===== src/llf_params.svh =====
// register map, field positions, encodings and timing for the lapb link frame control block
`ifndef LLF_PARAMS_SVH
`define LLF_PARAMS_SVH
`define LLF_OFS_CTRL    4'h0
`define LLF_OFS_STAT    4'h1
`define LLF_OFS_TXDATA  4'h2
`define LLF_OFS_SEQ     4'h3
`define LLF_OFS_TXLEN   4'h4
`define LLF_OFS_RXCTRL  4'h7
`define LLF_OFS_TMR_LO  4'h8
`define LLF_OFS_TMR_HI  4'h9
`define LLF_OFS_LADDR   4'he
`define LLF_OFS_RADDR   4'hf
`define LLF_CB_SEND     0
`define LLF_CB_RESP     1
`define LLF_CB_LOOP     3
`define LLF_CB_POLL     7
`define LLF_SB_BUSY     0
`define LLF_SB_TRUN     1
`define LLF_SB_ERR      2
`define LLF_SB_RXCMD    3
`define LLF_SB_RXABT    4
`define LLF_SB_FULL     5
`define LLF_SB_EMPTY    6
`define LLF_SB_RXOK     7
`define LLF_FLAG        8'h7e
`define LLF_ABORT       8'hff
`define LLF_PF_MASK     8'h10
`define LLF_S_RR        4'h1
`define LLF_S_RNR       4'h5
`define LLF_S_REJ       4'h9
`define LLF_U_SABM_HI   3'h1
`define LLF_U_SABM_LO   4'hf
`define LLF_U_DISC_HI   3'h2
`define LLF_U_DISC_LO   4'h3
`define LLF_U_UA_HI     3'h3
`define LLF_U_UA_LO     4'h3
`define LLF_U_DM_HI     3'h0
`define LLF_U_DM_LO     4'hf
`define LLF_STUFF_ONES  3'h5
`define LLF_FLAG_ONES   3'h6
`define LLF_CLK_HZ      20000000
`define LLF_TICK_CLKS   16384
`define LLF_SYNC_RST    18'h38000
`endif


===== src/llf_pkg.sv =====
// types shared by the lapb link frame control block
package llf_pkg;
  typedef enum logic [2:0] {K_I, K_RR, K_RNR, K_REJ, K_SABM, K_DISC, K_UA, K_DM} llf_kind_t;
  typedef enum logic [2:0] {TX_IDLE, TX_OPEN, TX_ADDR, TX_CTRL, TX_DATA, TX_CLOSE, TX_ABORT} llf_tx_state_t;
endpackage


===== src/llf_link_frame_control.sv =====
// lapb link frame control: cpu registers, framer, deframer, response timer
// Functional notes
// RULE1 - two programmable address registers set link addresses
// RULE2 - host loads 01/03 as dte, 03/01 dce
// RULE3 - loopback testing uses equal address registers
// RULE4 - address picks command or response role
// RULE5 - timer starts on command unless running
// RULE6 - expiry resends with poll, error past limit
// RULE7 - exhausted: sabm, disc, or disc forever
// RULE8 - info control: 0, ns, poll, nr
// RULE9 - unnumbered control byte encodings, p/f bit4
// RULE10 - supervisory control: nr, p/f, rr/rnr/rej nibble
// RULE11 - rej sent only as response, accepted both
// RULE12 - seven ones abort, receiver discards frame
// RULE13 - abort on underrun or rej during info
// RULE14 - internal loopback routes tx data and clock
// RULE15 - external loopback needs outside tx-rx connection
// RULE16 - master reset held at least 10 ms
// RULE17 - no host access 500 ns after ack
// RULE18 - no ack edge 500 ns after write
// RULE19 - 10-bit timer, 6-bit limit, retained
// RULE20 - timer unit is 16384 clock periods
`timescale 1ns/100ps
`default_nettype none
`include "llf_params.svh"

// transmit byte buffer
module llf_fifo #(
  parameter int W = 8,
  parameter int D = 32
) (
  input  wire logic         clk,       // system clock
  input  wire logic         rst_n,     // async reset, low
  input  wire logic         in_valid,  // push request
  output logic              in_ready,  // room for a word
  input  wire logic [W-1:0] in_data,   // pushed word
  output logic              out_valid, // word available
  input  wire logic         out_ready, // pop request
  output logic [W-1:0]      out_data   // head word
);
  localparam int AW = $clog2(D);
  logic [W-1:0] mem [D];      // storage
  logic [AW:0]  wp_reg;       // write pointer, extra wrap bit
  logic [AW:0]  rp_reg;       // read pointer, extra wrap bit
  logic         push;
  logic         pop;
  assign in_ready  = (wp_reg - rp_reg) != (AW+1)'(D);
  assign out_valid = wp_reg != rp_reg;
  assign out_data  = mem[rp_reg[AW-1:0]];
  assign push      = in_valid & in_ready;
  assign pop       = out_valid & out_ready;
  // storage has no reset, pointers qualify it
  always_ff @(posedge clk) begin
    if (push) begin
      mem[wp_reg[AW-1:0]] <= in_data;
    end
  end
  // pointer update
  always_ff @(posedge clk or negedge rst_n) begin
    if (!rst_n) begin
      wp_reg <= '0;
      rp_reg <= '0;
    end else begin
      if (push) wp_reg <= wp_reg + 1'b1;
      if (pop)  rp_reg <= rp_reg + 1'b1;
    end
  end
endmodule

module llf_link_frame_control #(
  parameter int TICK_CLKS = `LLF_TICK_CLKS // timer unit in clocks
) (
  input  wire logic       CLOCK,          // 20 mhz system clock
  input  wire logic       RESET_N,        // master reset, low
  input  wire logic       CS_N,           // chip select, low
  input  wire logic       RE_N,           // read strobe, low
  input  wire logic       WE_N,           // write strobe, low
  input  wire logic [3:0] ADDR,           // register address
  input  wire logic [7:0] DATA_IN,        // cpu write data
  output logic      [7:0] DATA_OUT,       // cpu read data
  output logic            DATA_OE,        // read data drive enable
  input  wire logic       TX_BIT_CLOCK,   // transmit bit clock pin
  input  wire logic       RX_BIT_CLOCK,   // receive bit clock pin
  input  wire logic       SERIAL_RX_DATA, // receive data pin
  output logic            SERIAL_TX_DATA, // transmit data pin
  output logic            LINK_ERROR,     // retries exhausted, sticky
  output logic            TX_BUSY         // framer active
);
  import llf_pkg::*;

  // pin synchronisers: stage one feeds stage two only
  logic [17:0] sy1_reg;
  logic [17:0] sy2_reg;
  always_ff @(posedge CLOCK or negedge RESET_N) begin
    if (!RESET_N) begin
      sy1_reg <= `LLF_SYNC_RST;
      sy2_reg <= `LLF_SYNC_RST;
    end else begin
      sy1_reg <= {CS_N, RE_N, WE_N, ADDR, DATA_IN, TX_BIT_CLOCK, RX_BIT_CLOCK, SERIAL_RX_DATA};
      sy2_reg <= sy1_reg;
    end
  end
  logic       cs_n_s, re_n_s, we_n_s, tck_s, rck_s, rxd_s;
  logic [3:0] adr_s;
  logic [7:0] din_s;
  assign {cs_n_s, re_n_s, we_n_s, adr_s, din_s, tck_s, rck_s, rxd_s} = sy2_reg;

  logic [7:0] ctrl_reg;   // send, resp, loopback, kind, poll
  // previous samples for strobe and clock edges
  logic       cs_n_p_reg, we_n_p_reg, tck_p_reg, rck_p_reg;
  logic [3:0] adr_p_reg;
  logic [7:0] din_p_reg;
  always_ff @(posedge CLOCK or negedge RESET_N) begin
    if (!RESET_N) begin
      cs_n_p_reg <= 1'b1;
      we_n_p_reg <= 1'b1;
      tck_p_reg  <= 1'b0;
      rck_p_reg  <= 1'b0;
      adr_p_reg  <= '0;
      din_p_reg  <= '0;
    end else begin
      cs_n_p_reg <= cs_n_s;
      we_n_p_reg <= we_n_s;
      tck_p_reg  <= tck_s;
      rck_p_reg  <= (ctrl_reg[`LLF_CB_LOOP]) ? tck_s : rck_s;
      adr_p_reg  <= adr_s;
      din_p_reg  <= din_s;
    end
  end
  // write is taken at the trailing edge of the write strobe
  logic wr_stb;
  assign wr_stb = ~cs_n_p_reg & ~we_n_p_reg & we_n_s;

  // cpu registers
  logic [7:0] seq_reg;    // nr in 7:5, ns in 2:0
  logic [7:0] txlen_reg;  // info bytes of next frame
  logic [7:0] tmr_lo_reg; // timer preset low bits
  logic [7:0] tmr_hi_reg; // retry limit 7:2, timer preset 9:8
  logic [7:0] laddr_reg;  // local link address
  logic [7:0] raddr_reg;  // remote link address
  logic [7:0] rxc_reg;    // last accepted control byte
  logic       err_reg;    // sticky link error
  logic       rxcmd_reg;  // last frame was a command
  logic       rxabt_reg;  // an abort was seen
  logic       rxok_reg;   // a frame has been accepted
  logic       hw_take;    // framer consumed the send request
  logic       exp_err;    // retries exhausted this cycle
  logic       rx_end_ok;  // good frame ended this cycle
  logic       rx_abort;   // abort seen this cycle

  // plain registers, kept until rewritten or reset
  always_ff @(posedge CLOCK or negedge RESET_N) begin
    if (!RESET_N) begin
      seq_reg    <= '0;
      txlen_reg  <= '0;
      tmr_lo_reg <= '0;
      tmr_hi_reg <= '0;
      laddr_reg  <= '0;
      raddr_reg  <= '0;
    end else if (wr_stb) begin
      case (adr_p_reg)
        `LLF_OFS_SEQ:    seq_reg    <= din_p_reg;
        `LLF_OFS_TXLEN:  txlen_reg  <= din_p_reg;
        `LLF_OFS_TMR_LO: tmr_lo_reg <= din_p_reg; // RULE19
        `LLF_OFS_TMR_HI: tmr_hi_reg <= din_p_reg; // RULE19
        `LLF_OFS_LADDR:  laddr_reg  <= din_p_reg; // RULE1
        `LLF_OFS_RADDR:  raddr_reg  <= din_p_reg; // RULE1
        default: ;
      endcase
    end
  end

  // control: cpu sets send, framer clears it; a new set wins
  always_ff @(posedge CLOCK or negedge RESET_N) begin
    if (!RESET_N) begin
      ctrl_reg <= '0;
    end else if (wr_stb && adr_p_reg == `LLF_OFS_CTRL) begin
      ctrl_reg <= din_p_reg;
    end else if (hw_take) begin
      ctrl_reg[`LLF_CB_SEND] <= 1'b0;
    end
  end

  // status flags: hardware set wins over a write-one clear
  always_ff @(posedge CLOCK or negedge RESET_N) begin
    if (!RESET_N) begin
      err_reg   <= 1'b0;
      rxabt_reg <= 1'b0;
    end else begin
      if (exp_err) begin
        err_reg <= 1'b1;
      end else if (wr_stb && adr_p_reg == `LLF_OFS_STAT && din_p_reg[`LLF_SB_ERR]) begin
        err_reg <= 1'b0;
      end
      if (rx_abort) begin
        rxabt_reg <= 1'b1;
      end else if (wr_stb && adr_p_reg == `LLF_OFS_STAT && din_p_reg[`LLF_SB_RXABT]) begin
        rxabt_reg <= 1'b0;
      end
    end
  end

  // transmit buffer, filled through the data register
  logic       fifo_rdy, fifo_val, fifo_pop;
  logic [7:0] fifo_dat;
  llf_fifo #(.W(8), .D(32)) u_fifo (
    .clk       (CLOCK),
    .rst_n     (RESET_N),
    .in_valid  (wr_stb && adr_p_reg == `LLF_OFS_TXDATA),
    .in_ready  (fifo_rdy),
    .in_data   (din_p_reg),
    .out_valid (fifo_val),
    .out_ready (fifo_pop),
    .out_data  (fifo_dat)
  );

  // control byte builder
  function automatic logic [7:0] cbyte(input llf_kind_t k, input logic pf, input logic [7:0] sq);
    case (k)
      K_I:     cbyte = {sq[7:5], pf, sq[2:0], 1'b0};            // RULE8
      K_RR:    cbyte = {sq[7:5], pf, `LLF_S_RR};                // RULE10
      K_RNR:   cbyte = {sq[7:5], pf, `LLF_S_RNR};               // RULE10
      K_REJ:   cbyte = {sq[7:5], pf, `LLF_S_REJ};               // RULE10
      K_SABM:  cbyte = {`LLF_U_SABM_HI, pf, `LLF_U_SABM_LO};    // RULE9
      K_DISC:  cbyte = {`LLF_U_DISC_HI, pf, `LLF_U_DISC_LO};    // RULE9
      K_UA:    cbyte = {`LLF_U_UA_HI, pf, `LLF_U_UA_LO};        // RULE9
      default: cbyte = {`LLF_U_DM_HI, pf, `LLF_U_DM_LO};        // RULE9
    endcase
  endfunction

  // requested frame; rej and ua/dm always go as responses
  llf_kind_t req_kind;
  logic      req_cmd;
  assign req_kind = llf_kind_t'(ctrl_reg[6:4]);
  assign req_cmd  = (req_kind == K_I || req_kind == K_SABM || req_kind == K_DISC ||
                     ((req_kind == K_RR || req_kind == K_RNR) && !ctrl_reg[`LLF_CB_RESP])); // RULE11

  // timer and retry state
  logic       rt_run_reg;   // response timer running
  logic [9:0] rt_cnt_reg;   // units left
  logic [15:0] tick_reg;    // clocks inside one unit
  logic [5:0] retry_reg;    // retransmissions so far
  logic       retx_reg;     // hardware frame pending
  llf_kind_t  retx_kind_reg; // kind of pending hardware frame
  llf_kind_t  cmd_kind_reg; // kind of outstanding command
  logic       rx_resp;      // response received this cycle
  logic       tx_cmd_start; // command framing starts this cycle
  logic       tick;
  assign tick = (tick_reg == 16'(TICK_CLKS - 1));

  // response timer: unit of TICK_CLKS clocks, preset in units
  always_ff @(posedge CLOCK or negedge RESET_N) begin
    if (!RESET_N) begin
      rt_run_reg <= 1'b0;
      rt_cnt_reg <= '0;
      tick_reg   <= '0;
    end else if (rx_resp) begin
      rt_run_reg <= 1'b0;
    end else if (tx_cmd_start && !rt_run_reg) begin
      rt_run_reg <= 1'b1;                                     // RULE5
      rt_cnt_reg <= {tmr_hi_reg[1:0], tmr_lo_reg};            // RULE19
      tick_reg   <= '0;
    end else if (rt_run_reg) begin
      tick_reg <= tick ? '0 : tick_reg + 1'b1;                // RULE20
      if (tick) begin
        rt_cnt_reg <= rt_cnt_reg - 1'b1;
        if (rt_cnt_reg <= 10'h001) rt_run_reg <= 1'b0;
      end
    end
  end
  logic expire;
  assign expire  = rt_run_reg && tick && rt_cnt_reg <= 10'h001 && !rx_resp;
  assign exp_err = expire && retry_reg >= tmr_hi_reg[7:2];

  // retry handling and recovery frame choice
  always_ff @(posedge CLOCK or negedge RESET_N) begin
    if (!RESET_N) begin
      retry_reg     <= '0;
      retx_reg      <= 1'b0;
      retx_kind_reg <= K_RR;
    end else begin
      if (hw_take && retx_reg) retx_reg <= 1'b0;
      if (rx_resp) begin
        retry_reg <= '0;
      end else if (exp_err) begin
        retry_reg <= '0;                                      // RULE7
        retx_reg  <= 1'b1;
        case (cmd_kind_reg)
          K_SABM:  retx_kind_reg <= K_DISC;                   // RULE7
          K_DISC:  retx_kind_reg <= K_DISC;                   // RULE7
          default: retx_kind_reg <= K_SABM;                   // RULE7
        endcase
      end else if (expire) begin
        retry_reg <= retry_reg + 1'b1;                        // RULE6
        retx_reg  <= 1'b1;
        // an info frame is polled again as rr, its data is gone
        retx_kind_reg <= (cmd_kind_reg == K_I) ? K_RR : cmd_kind_reg; // RULE6
      end
    end
  end

  // framer
  llf_tx_state_t tx_st_reg;
  logic [7:0] sh_reg;     // bits left in current byte
  logic [2:0] bit_reg;    // bit index in byte
  logic [2:0] ones_reg;   // consecutive ones sent
  logic [7:0] left_reg;   // info bytes left
  logic [7:0] ctl_reg;    // control byte of this frame
  logic [7:0] adr_reg;    // address byte of this frame
  logic       rej_reg;    // rej arrived during info field
  logic       tck_fall;
  logic       stuff;
  logic       rej_hit;
  assign tck_fall = tck_p_reg & ~tck_s;
  assign stuff    = (tx_st_reg == TX_ADDR || tx_st_reg == TX_CTRL || tx_st_reg == TX_DATA ||
                     (tx_st_reg == TX_CLOSE && bit_reg == 3'h0)) && ones_reg == `LLF_STUFF_ONES;
  assign hw_take  = tck_fall && tx_st_reg == TX_IDLE && (retx_reg || ctrl_reg[`LLF_CB_SEND]);
  assign tx_cmd_start = hw_take && (retx_reg || req_cmd);    // RULE5
  assign fifo_pop = tck_fall && !stuff && bit_reg == 3'h7 && left_reg != 8'h00 && fifo_val &&
                    (tx_st_reg == TX_CTRL || tx_st_reg == TX_DATA);

  // rej seen while sending info ends the frame with an abort
  always_ff @(posedge CLOCK or negedge RESET_N) begin
    if (!RESET_N) begin
      rej_reg <= 1'b0;
    end else if (rej_hit && tx_st_reg == TX_DATA) begin
      rej_reg <= 1'b1;                                        // RULE13
    end else if (tx_st_reg != TX_DATA) begin
      rej_reg <= 1'b0;
    end
  end

  // bit sequencer, advanced on each falling transmit clock
  always_ff @(posedge CLOCK or negedge RESET_N) begin
    if (!RESET_N) begin
      tx_st_reg      <= TX_IDLE;
      sh_reg         <= '0;
      bit_reg        <= '0;
      ones_reg       <= '0;
      left_reg       <= '0;
      ctl_reg        <= '0;
      adr_reg        <= '0;
      cmd_kind_reg   <= K_RR;
      SERIAL_TX_DATA <= 1'b1;
    end else if (tck_fall) begin
      if (tx_st_reg == TX_IDLE) begin
        SERIAL_TX_DATA <= 1'b1;                               // idle mark
        if (hw_take) begin
          tx_st_reg <= TX_OPEN;
          sh_reg    <= `LLF_FLAG;
          bit_reg   <= '0;
          if (retx_reg) begin
            ctl_reg      <= cbyte(retx_kind_reg, 1'b1, seq_reg); // RULE6
            adr_reg      <= laddr_reg;                         // RULE4
            left_reg     <= '0;
            cmd_kind_reg <= retx_kind_reg;
          end else begin
            ctl_reg  <= cbyte(req_kind, ctrl_reg[`LLF_CB_POLL], seq_reg);
            adr_reg  <= req_cmd ? laddr_reg : raddr_reg;       // RULE4
            left_reg <= (req_kind == K_I) ? txlen_reg : 8'h00;
            if (req_cmd) cmd_kind_reg <= req_kind;
          end
        end
      end else if (rej_reg) begin
        tx_st_reg <= TX_ABORT;                                // RULE13
        sh_reg    <= `LLF_ABORT;
        bit_reg   <= '0;
      end else if (stuff) begin
        SERIAL_TX_DATA <= 1'b0;                               // inserted zero
        ones_reg       <= '0;
      end else begin
        SERIAL_TX_DATA <= sh_reg[0];
        sh_reg         <= {1'b0, sh_reg[7:1]};
        bit_reg        <= bit_reg + 1'b1;
        ones_reg       <= sh_reg[0] ? ones_reg + 1'b1 : 3'h0;
        if (bit_reg == 3'h7) begin
          case (tx_st_reg)
            TX_OPEN: begin
              tx_st_reg <= TX_ADDR;
              sh_reg    <= adr_reg;
              ones_reg  <= '0;
            end
            TX_ADDR: begin
              tx_st_reg <= TX_CTRL;
              sh_reg    <= ctl_reg;
            end
            TX_CTRL, TX_DATA: begin
              if (left_reg == 8'h00) begin
                tx_st_reg <= TX_CLOSE;
                sh_reg    <= `LLF_FLAG;
              end else if (!fifo_val) begin
                tx_st_reg <= TX_ABORT;                        // RULE13
                sh_reg    <= `LLF_ABORT;                      // RULE12
              end else begin
                tx_st_reg <= TX_DATA;
                sh_reg    <= fifo_dat;
                left_reg  <= left_reg - 1'b1;
              end
            end
            default: tx_st_reg <= TX_IDLE;                    // flag or abort done
          endcase
        end
      end
    end
  end

  // deframer, on rising receive clock; loopback takes tx pins
  logic       rx_bit;
  logic       rck_rise;
  logic [2:0] r_ones_reg;  // consecutive ones received
  logic [2:0] r_bit_reg;   // bit index in byte
  logic [7:0] r_sh_reg;    // assembling byte
  logic [1:0] r_cnt_reg;   // bytes so far, saturating
  logic       r_in_reg;    // inside a frame
  logic [7:0] r_adr_reg;   // received address
  logic [7:0] r_ctl_reg;   // received control
  logic       a_loc, a_rem;
  assign rx_bit   = ctrl_reg[`LLF_CB_LOOP] ? SERIAL_TX_DATA : rxd_s;   // RULE14
  assign rck_rise = ~rck_p_reg & (ctrl_reg[`LLF_CB_LOOP] ? tck_s : rck_s); // RULE14
  assign rx_abort = rck_rise && rx_bit && r_ones_reg == `LLF_FLAG_ONES;    // RULE12
  assign rx_end_ok = rck_rise && !rx_bit && r_ones_reg == `LLF_FLAG_ONES && r_in_reg &&
                     r_bit_reg == 3'h7 && r_cnt_reg == 2'h2 && (a_loc || a_rem);
  assign a_loc    = r_adr_reg == laddr_reg;
  assign a_rem    = r_adr_reg == raddr_reg;
  assign rx_resp  = rx_end_ok && a_loc;                               // RULE4
  assign rej_hit  = rx_end_ok && r_ctl_reg[3:0] == `LLF_S_REJ;         // RULE11

  // byte assembly with zero deletion and flag hunt
  always_ff @(posedge CLOCK or negedge RESET_N) begin
    if (!RESET_N) begin
      r_ones_reg <= '0;
      r_bit_reg  <= '0;
      r_sh_reg   <= '0;
      r_cnt_reg  <= '0;
      r_in_reg   <= 1'b0;
      r_adr_reg  <= '0;
      r_ctl_reg  <= '0;
    end else if (rck_rise) begin
      r_ones_reg <= rx_bit ? ((r_ones_reg == 3'h7) ? r_ones_reg : r_ones_reg + 1'b1) : 3'h0;
      if (rx_abort) begin
        r_in_reg <= 1'b0;                                     // RULE12
      end else if (!rx_bit && r_ones_reg == `LLF_FLAG_ONES) begin
        r_in_reg  <= 1'b1;                                    // flag opens next frame
        r_bit_reg <= '0;
        r_cnt_reg <= '0;
      end else if (!rx_bit && r_ones_reg == `LLF_STUFF_ONES) begin
        r_bit_reg <= r_bit_reg;                               // stuffed zero dropped
      end else if (r_in_reg) begin
        r_sh_reg  <= {rx_bit, r_sh_reg[7:1]};
        r_bit_reg <= r_bit_reg + 1'b1;
        if (r_bit_reg == 3'h7) begin
          if (r_cnt_reg == 2'h0) r_adr_reg <= {rx_bit, r_sh_reg[7:1]};
          if (r_cnt_reg == 2'h1) r_ctl_reg <= {rx_bit, r_sh_reg[7:1]};
          if (r_cnt_reg != 2'h3) r_cnt_reg <= r_cnt_reg + 1'b1;
        end
      end
    end
  end

  // accepted frame results
  always_ff @(posedge CLOCK or negedge RESET_N) begin
    if (!RESET_N) begin
      rxc_reg   <= '0;
      rxcmd_reg <= 1'b0;
      rxok_reg  <= 1'b0;
    end else if (rx_end_ok) begin
      rxc_reg   <= r_ctl_reg;
      rxcmd_reg <= a_rem;                                     // RULE4
      rxok_reg  <= 1'b1;
    end
  end

  // read port and status outputs, all registered
  logic [7:0] stat;
  assign stat = {rxok_reg, ~fifo_val, ~fifo_rdy, rxabt_reg, rxcmd_reg, err_reg, rt_run_reg,
                 tx_st_reg != TX_IDLE};
  always_ff @(posedge CLOCK or negedge RESET_N) begin
    if (!RESET_N) begin
      DATA_OUT   <= '0;
      DATA_OE    <= 1'b0;
      LINK_ERROR <= 1'b0;
      TX_BUSY    <= 1'b0;
    end else begin
      DATA_OE    <= ~cs_n_s & ~re_n_s;
      LINK_ERROR <= err_reg;
      TX_BUSY    <= tx_st_reg != TX_IDLE;
      case (adr_s)
        `LLF_OFS_CTRL:   DATA_OUT <= ctrl_reg;
        `LLF_OFS_STAT:   DATA_OUT <= stat;
        `LLF_OFS_SEQ:    DATA_OUT <= seq_reg;
        `LLF_OFS_TXLEN:  DATA_OUT <= txlen_reg;
        `LLF_OFS_RXCTRL: DATA_OUT <= rxc_reg;
        `LLF_OFS_TMR_LO: DATA_OUT <= tmr_lo_reg;
        `LLF_OFS_TMR_HI: DATA_OUT <= tmr_hi_reg;
        `LLF_OFS_LADDR:  DATA_OUT <= laddr_reg;
        `LLF_OFS_RADDR:  DATA_OUT <= raddr_reg;
        default:         DATA_OUT <= 8'h00;                   // unmapped reads zero
      endcase
    end
  end
endmodule
`default_nettype wire


===== config.mk =====
export PLATFORM = sky130hd
export DESIGN_NAME = llf_link_frame_control
export DESIGN_NICKNAME = d
export VERILOG_FILES = /design/src/llf_pkg.sv /design/src/llf_link_frame_control.sv
export VERILOG_INCLUDE_DIRS = /design/src
export SDC_FILE = /design/constraint.sdc
export NUM_CORES = 1
export LEC_CHECK = 0
export BUFFER_PORTS_ARGS = -buffer_cell sky130_fd_sc_hd__buf_2
export CAP_MARGIN = 10
export CORE_MARGIN = 2
export CORE_UTILIZATION = 45
export DETAILED_ROUTE_END_ITERATION = 16
export GPL_TIMING_DRIVEN = 0
export HOLD_SLACK_MARGIN = 0.06
export PLACE_DENSITY_LB_ADDON = 0.1
export SYNTH_ARGS = -nofsm -noshare
export SYNTH_HDL_FRONTEND = slang
export SYNTH_SLANG_ARGS = --single-unit

===== constraint.sdc =====
create_clock -name CLOCK -period 7.4 [get_ports CLOCK]
set_input_delay 1.11 -clock CLOCK [delete_from_list [all_inputs] [get_ports CLOCK]]
set_output_delay 1.11 -clock CLOCK [all_outputs]
set_load 0.02 [all_outputs]

==> summary.txt, run 1 <==
Run status
  • Status: complete, no violations

Logic synthesis
  • Xor and xnor area share after synthesis: 0.0167
  • Yosys reg bits: 514
  • Mapped Nets: 1726
  • Mapped Area: around 22000 um^2
  • Main combinational cell family by area after synthesis: multiplexers
  • Library cells used by synthesis: 75
  • Synthesis Warnings: 0
  • Ys async rst share: 0.502
  • Number of synthesized flops with an enable pin: 256
  • Top_reg_cell synth: edfxtp_1
  • Mux cell area share after synthesis: 0.116
  • Complex-gate fraction of the synthesized area: 0.0923
  • Post-Synth Adder-Cell Area: 0.0202
  • Simple-gate share of the synthesized area: 0.0991
  • Post-Synthesis Cells: 1670
  • Seq/Total Area, Yosys: 0.634
  • Avg Inst Size Synth: ~13 um^2

Layout
  • Design area: 25400 um^2
  • Register area: 14200 um^2
  • Antenna cells: 0
  • Commonest non-fill, non-tap cells in the layout: edfxtp_1, dfrtp_1, nand2_1, nor2_1, o21ai_0
  • Fill count: 4220
  • Layout cells sized above 1: 0.175
  • Final instance count without filler cells: 2477
  • Max FFs per register: 256
  • Area Overhead vs Synth: 13.6%
  • Fin nets: about 1800
  • Post-layout util: 0.518
  • Area of the multi-input gates: 7700 um^2
  • Most common cell after layout, fill and taps aside: edfxtp_1

Worst setup path
  • Worst path required time: around 7600 ps
  • CP max FO: 10
  • Cell Chain, Critical Path: clkbuf_1, inv_1, clkbuf_1, clkbuf_1, ha_1, nand2_1, a211oi_1, a41oi_1, o31a_1, clkbuf_1, nand2_1, nor2_1
  • CP Class: reg -> reg
  • R2r startpoint: u_fifo.rp_reg[3]$_DFFE_PN0P_
  • CP arrival: ~5000 ps
  • Setup crit start kind: flip-flop
  • FF-to-FF path depth: 12
  • Max stage delay on crit path: 830 ps
  • Critical R2R Capture: u_fifo.mem[10][1]$_DFFE_PP_
  • Critical Path Slowest Stage Cell: nor2_1
  • Crit. End Element: flip-flop
  • CP most frequent cell: clkbuf_1
  • Worst R2R Setup Slack: 2640 ps

Clock network
  • Cts hold-fix bufs: 0
  • Resized Gates After CTS: 0
  • Clock Tree Root: clkbuf_16
  • Clk sinks: 514
  • Maximum clock insertion buffer count: 3
  • Setup Buffers After CTS: 0
  • Max H-tree Level: 2
  • CTS tree: yes
  • Clk_lat worst skew: 620 ps
  • Clk slew on worst S/H paths: 60 ps
  • TritonCTS buffer count: between 50 and 60

Floorplanning
  • Site row count: 81
  • Die width: between 200 and 250 um
  • Die ar.: 51400 um^2
  • Die Y: approximately 230 um
  • IO Count: 32
  • Initial Util: 0.456
  • Core box area: between 40000 and 50000 um^2

Drt
  • Vias: 14288
  • Router iterations before antenna repair: 5
  • Antenna-violating nets left: 0
  • Routed len/inst: 23.2 um
  • DRT iter0 DRCs: 1503
  • Drt drc: 0
  • Vias per cell: 5.77
  • Routed WL: 57.4 mm

Timing
  • RSZ-0062 raised after global routing: false
  • Slew margin rel.: 0.203
  • Fmax: 210 MHz
  • Fin worst setup slack: roughly 2600 ps
  • Final Max Slew Viols: 0
  • Fin Setup TNS: 0 ps
  • Number of setup violations in the final report: 0
  • Tcrit/Tclk final: 0.643
  • Worst-margin pin slew: 1180 ps
  • Tmin final: 4760 ps
  • Final hold violation count: 0
  • Layout Skew: about 19 ps

Placed design
  • Placed Instances: 2370
  • Routability cong.: 0.873
  • Detail Placement HPWL: 38.5 mm
  • Area after DPL: around 23000 um^2
  • PortBufs: 31
  • Pre-CTS WS: roughly 2600 ps

Pwr
  • Psw: ~1800 uW
  • Maximum VDD drop: 0.155 mV
  • Seq pwr share: 0.476
  • Logic gate share of total power: 0.115
  • Leakage power: 0.00980 uW
  • Internal power: just over 5000 uW
  • Power per cell area: 276 nW/um^2
  • Switching Share: 0.262
  • Clock power share: 0.409

Global routing
  • Initial antenna violation count: 4
  • GRT Residual Overflow: 0
  • GRT Overall Usage: 0.230
  • First-pass GRT wire length: 87.6 mm
  • Vias in the first global route: roughly 14000
  • Largest net degree at the start of global routing: 121

Run
  • MaxCap Viol Count: 0

Min path
  • HP Class: in -> async
[cell type report]
cell class                 instances  area share
multi-input combinational       1033       0.304
inverter                          45     0.00666
timing repair buffer              37      0.0109
buffer                            78      0.0124
tap                              664      0.0328
clock inverter                    24      0.0103
clock buffer                      82      0.0651
sequential                       514       0.558
[power groups by stage]
stage | sequential [uW] | clock, uW | combinational (uW)
finish | 3330 | 2860 | 803
global route | 3350 | 3030 | 905
CTS | 3330 | 2920 | 800
detailed placement | 3380 | 0 | 796
global placement | 3380 | 0 | 778
floorplan | 3320 | 0 | 568
[cells in the mapped netlist (all sizes together) (19+ instances only)]
cell type  number  area [um^2]
nand2         139          522
dfrtp         247         6180
nor2          118          443
mux2           87          980
clkbuf         55          206
xor2           19          166
nor3           26          153
mux4           54         1220
a21oi          76          380
edfxtp        256         7690
nor2b          26          163
inv            45          169
mux2i          40          400
o22ai          30          188
nand3          37          185
ha             36          450
o21ai          91          455
nor4           19          119
xnor2          21          184
buf            23          109
[stage by stage]
stage / power [uW] / hold slack, ps
after floorplan: 3890 / 331
after global placement: 4160 / 332
after detailed placement: 4180 / 335
after CTS: 7050 / 291
after global routing: 7280 / 315
final: 7000 / 316
[metal layers]
metal	global-route usage	vias up	part of all wire
met1	0.347	7278	0.47
met5	0	-	0
met2	0.339	445	0.44
met3	0.0397	100	0.064
li1	-	6465	-
met4	0.0722	0	0.026
[worst max-delay path by stage]
stage                                 start                          end  slack (ps)
4_1_cts        u_fifo.rp_reg[1]$_DFFE_PN0P_  u_fifo.mem[10][1]$_DFFE_PP_        2570
5_1_grt        u_fifo.rp_reg[1]$_DFFE_PN0P_  u_fifo.mem[10][1]$_DFFE_PP_        2320
3_3_place_gp                        RESET_N      tick_reg[7]$_DFFE_PN0P_         350
6_report       u_fifo.rp_reg[3]$_DFFE_PN0P_  u_fifo.mem[10][1]$_DFFE_PP_        2640
3_5_place_dp   u_fifo.rp_reg[1]$_DFFE_PN0P_  u_fifo.mem[10][3]$_DFFE_PP_        2610
2_1_floorplan  u_fifo.rp_reg[3]$_DFFE_PN0P_  u_fifo.mem[28][0]$_DFFE_PP_        4190
[worst max-delay path, delay by kind of cell, from the launching register on]
kind / cells / cell delay, ps
fa+ha+maj: 1 / 370
simple gates: 3 / 1350
flops: 1 / 370
compound gates: 3 / 470
buf+inv: 5 / 1790
[cell families after synthesis]
kind of cell | after synthesis
flops | 514
simple gates | 453
compound gates | 322
mux | 181
buf+inv | 123
xor+xnor | 41
fa+ha+maj | 36
(Power assumes the default switching activity.)
==> run 2: changes to the inputs <==
==> constraint.sdc (replaced) <==
create_clock -name CLOCK -period 4.3 [get_ports CLOCK]
set_input_delay 0.645 -clock CLOCK [delete_from_list [all_inputs] [get_ports CLOCK]]
set_output_delay 0.645 -clock CLOCK [all_outputs]
set_load 0.02 [all_outputs]
==> run 2 against run 1 <==
Effect of this change:
- power increased by 72%
- first-iteration DRC count fell by 2.2%
- register-to-register slack lost 2500 ps
- clock skew fell by 1.4 ps
- critical path depth shrank 1
- clock power is 72% higher
- critical endpoint is now u_fifo.mem[9][1]$_DFFE_PP_
==> summary.txt, run 2 (synthesis gave the netlist of run 1 again) <==
Run status
  • Status: complete, no violations

Layout
  • Post-layout util: 0.523 (+0.00437)
  • Most common cell after layout, fill and taps aside: edfxtp_1
  • Area Overhead vs Synth: 14.5%
  • Layout cells sized above 1: 0.194 (+0.0188)
  • Fin nets: 1821 (unchanged)
  • Antenna cells: 0 (unchanged)
  • Design area: 25600 um^2 (+0.84%)
  • Max FFs per register: 256 (unchanged)
  • Commonest non-fill, non-tap cells in the layout: edfxtp_1, dfrtp_1, nand2_1, nor2_1, o21ai_0

Worst setup path
  • Cell Chain, Critical Path: clkdlybuf4s15_2, buf_2, inv_1, ha_1, nand3b_1, a211oi_1, a41oi_1, o31a_1, clkbuf_1, nand2_2, nor2_4
  • Critical R2R Capture: u_fifo.mem[9][1]$_DFFE_PP_
  • CP max FO: 10 (unchanged)
  • Crit. End Element: flip-flop
  • Worst R2R Setup Slack: 190 ps (-2450 ps)
  • FF-to-FF path depth: 11 (-1)
  • Setup crit start kind: flip-flop
  • Worst path required time: 4580 ps (-3050 ps)
  • CP arrival: 4390 ps (-600 ps)
  • Critical Path Slowest Stage Cell: clkdlybuf4s15_2
  • R2r startpoint: u_fifo.rp_reg[1]$_DFFE_PN0P_
  • CP Class: reg -> reg
  • Max stage delay on crit path: 520 ps (-310 ps)

Timing
  • Fmax: 243 MHz (+16%)
  • Worst-margin pin slew: 1180 ps (+1.22 ps)
  • RSZ-0062 raised after global routing: true
  • Fin Setup TNS: 0 ps (unchanged)
  • Tmin final: 4110 ps (-650 ps)
  • Hold slack: 122 ps (-194 ps)
  • Tcrit/Tclk final: 0.956 (+0.312)
  • Number of setup violations in the final report: 0 (unchanged)
  • Final hold violation count: 0 (unchanged)
  • Final Max Slew Viols: 0 (unchanged)
  • Layout Skew: 17.5 ps (-1.36 ps)
  • Slew margin rel.: 0.202 (-0.000826)

Floorplanning
  • Die Y: 227 um (unchanged)
  • Die ar.: 51400 um^2 (unchanged)
  • Site row count: 81 (unchanged)
  • IO Count: 32 (unchanged)
  • Core box area: 49000 um^2 (unchanged)
  • Die width: 227 um (unchanged)
  • Initial Util: 0.456 (unchanged)

Min path
  • Hold endpoint: sy1_reg[8]$_DFF_PN0_
  • HP Class: in -> reg
  • Hold Path Stages: 1
  • Worst Min Path Start: DATA_IN[5]

Drt
  • DRT iter0 DRCs: 1470 (-2.2%)
  • Routed WL: 57.5 mm (about the same)
  • Vias: 14266 (-0.15%)
  • Antenna-violating nets left: 0 (unchanged)
  • Routed len/inst: 23.2 um (about the same)
  • Drt drc: 0 (unchanged)
  • Vias per cell: 5.76 (-0.15%)
  • Router iterations before antenna repair: 5 (unchanged)

Pwr
  • Maximum VDD drop: 0.267 mV (+72%)
  • Leakage power: 0.00981 uW (+0.15%)
  • Power per cell area: 471 nW/um^2 (+71%)

Global routing
  • GRT Residual Overflow: 0 (unchanged)
  • GRT Overall Usage: 0.230 (about the same)
  • Initial antenna violation count: 4 (unchanged)
  • Vias in the first global route: 14247 (+0.28%)
  • Largest net degree at the start of global routing: 121 (unchanged)
  • First-pass GRT wire length: 87.7 mm (+0.15%)

Clock network
  • Clock Tree Root: clkbuf_16
  • Clk slew on worst S/H paths: 60 ps (about the same)
  • Max H-tree Level: 2 (unchanged)
  • TritonCTS buffer count: 56 (unchanged)
  • Clk_lat worst skew: 620 ps (about the same)
  • CTS tree: yes
  • Maximum clock insertion buffer count: 3 (unchanged)
  • Setup Buffers After CTS: 0 (unchanged)
  • Clk sinks: 514 (unchanged)

Placed design
  • Detail Placement HPWL: 38.5 mm (unchanged)
  • Area after DPL: 23500 um^2 (unchanged)
  • PortBufs: 31 (unchanged)
  • Routability cong.: 0.873 (unchanged)

Run
  • MaxCap Viol Count: 0 (unchanged)
-- run 2: worst max-delay path by stage --
stage	start	end	slack (ps)	depth (start not counted)
6_report	u_fifo.rp_reg[1]$_DFFE_PN0P_	u_fifo.mem[9][1]$_DFFE_PP_	190	11
5_1_grt	u_fifo.rp_reg[1]$_DFFE_PN0P_	u_fifo.mem[10][1]$_DFFE_PP_	-60	11
3_3_place_gp	RESET_N	tick_reg[7]$_DFFE_PN0P_	-2290	1
4_1_cts	u_fifo.rp_reg[1]$_DFFE_PN0P_	u_fifo.mem[9][1]$_DFFE_PP_	-80	11
2_1_floorplan	u_fifo.rp_reg[3]$_DFFE_PN0P_	u_fifo.mem[28][0]$_DFFE_PP_	1090	12
3_5_place_dp	u_fifo.rp_reg[1]$_DFFE_PN0P_	u_fifo.mem[10][3]$_DFFE_PP_	-490	11
-- run 2: routing by layer --
metal,GRT usage,wire length [um],vias up,share of wire
met5,0,0,-,0
met4,0.0732,1470,0,0.026
met3,0.0400,3620,100,0.063
met2,0.340,25400,402,0.44
met1,0.346,27000,7289,0.47
li1,-,-,6475,-
-- run 2: per-stage QoR --
stage          std cells  power, uW  worst slack, ps
2_1_floorplan       1670       6690             1090
3_3_place_gp        2365       7160            -2290
3_5_place_dp        2370       7190             -495
4_1_cts             2476      12100            -81.1
5_1_grt             2477      12500            -56.2
6_report            2477      12000              191
-- run 2: power breakdown --
group	switching (uW)	total, uW	internal (uW)
registers	300	5730	5430
logic	840	1380	544
clock network	2010	4920	2910
-- run 2: what timing repair did --
| action | in CTS | in global routing |
|---|---|---|
| endpoints found under the hold margin | 24 | 0 |
| endpoints found under the setup margin | 256 | 200 |
| pin swaps | 0 | 0 |
| gates resized for setup | 35 | 25 |
| hold buffers | 1 | 0 |
-- run 2: final cells by class --
cell class              count  area, um^2
fillers                  4198       23400
flip-flops and latches    514       14200
multi-input cells        1033        7900
clock buffers              82        1650
well taps                 664         831
plain buffers              77         322
repair buffers             38         285
clock inverters            24         260
inverters                  45         169
-- run 2: worst max-delay path: cells and delay by family, from the launching register on --
family	cells	cell delay, ps
AOI/OAI and AO/OA	3	500
and+or+nand+nor	3	1000
DFF	1	460
adders and majority gates	1	350
buffers and inverters	4	1440
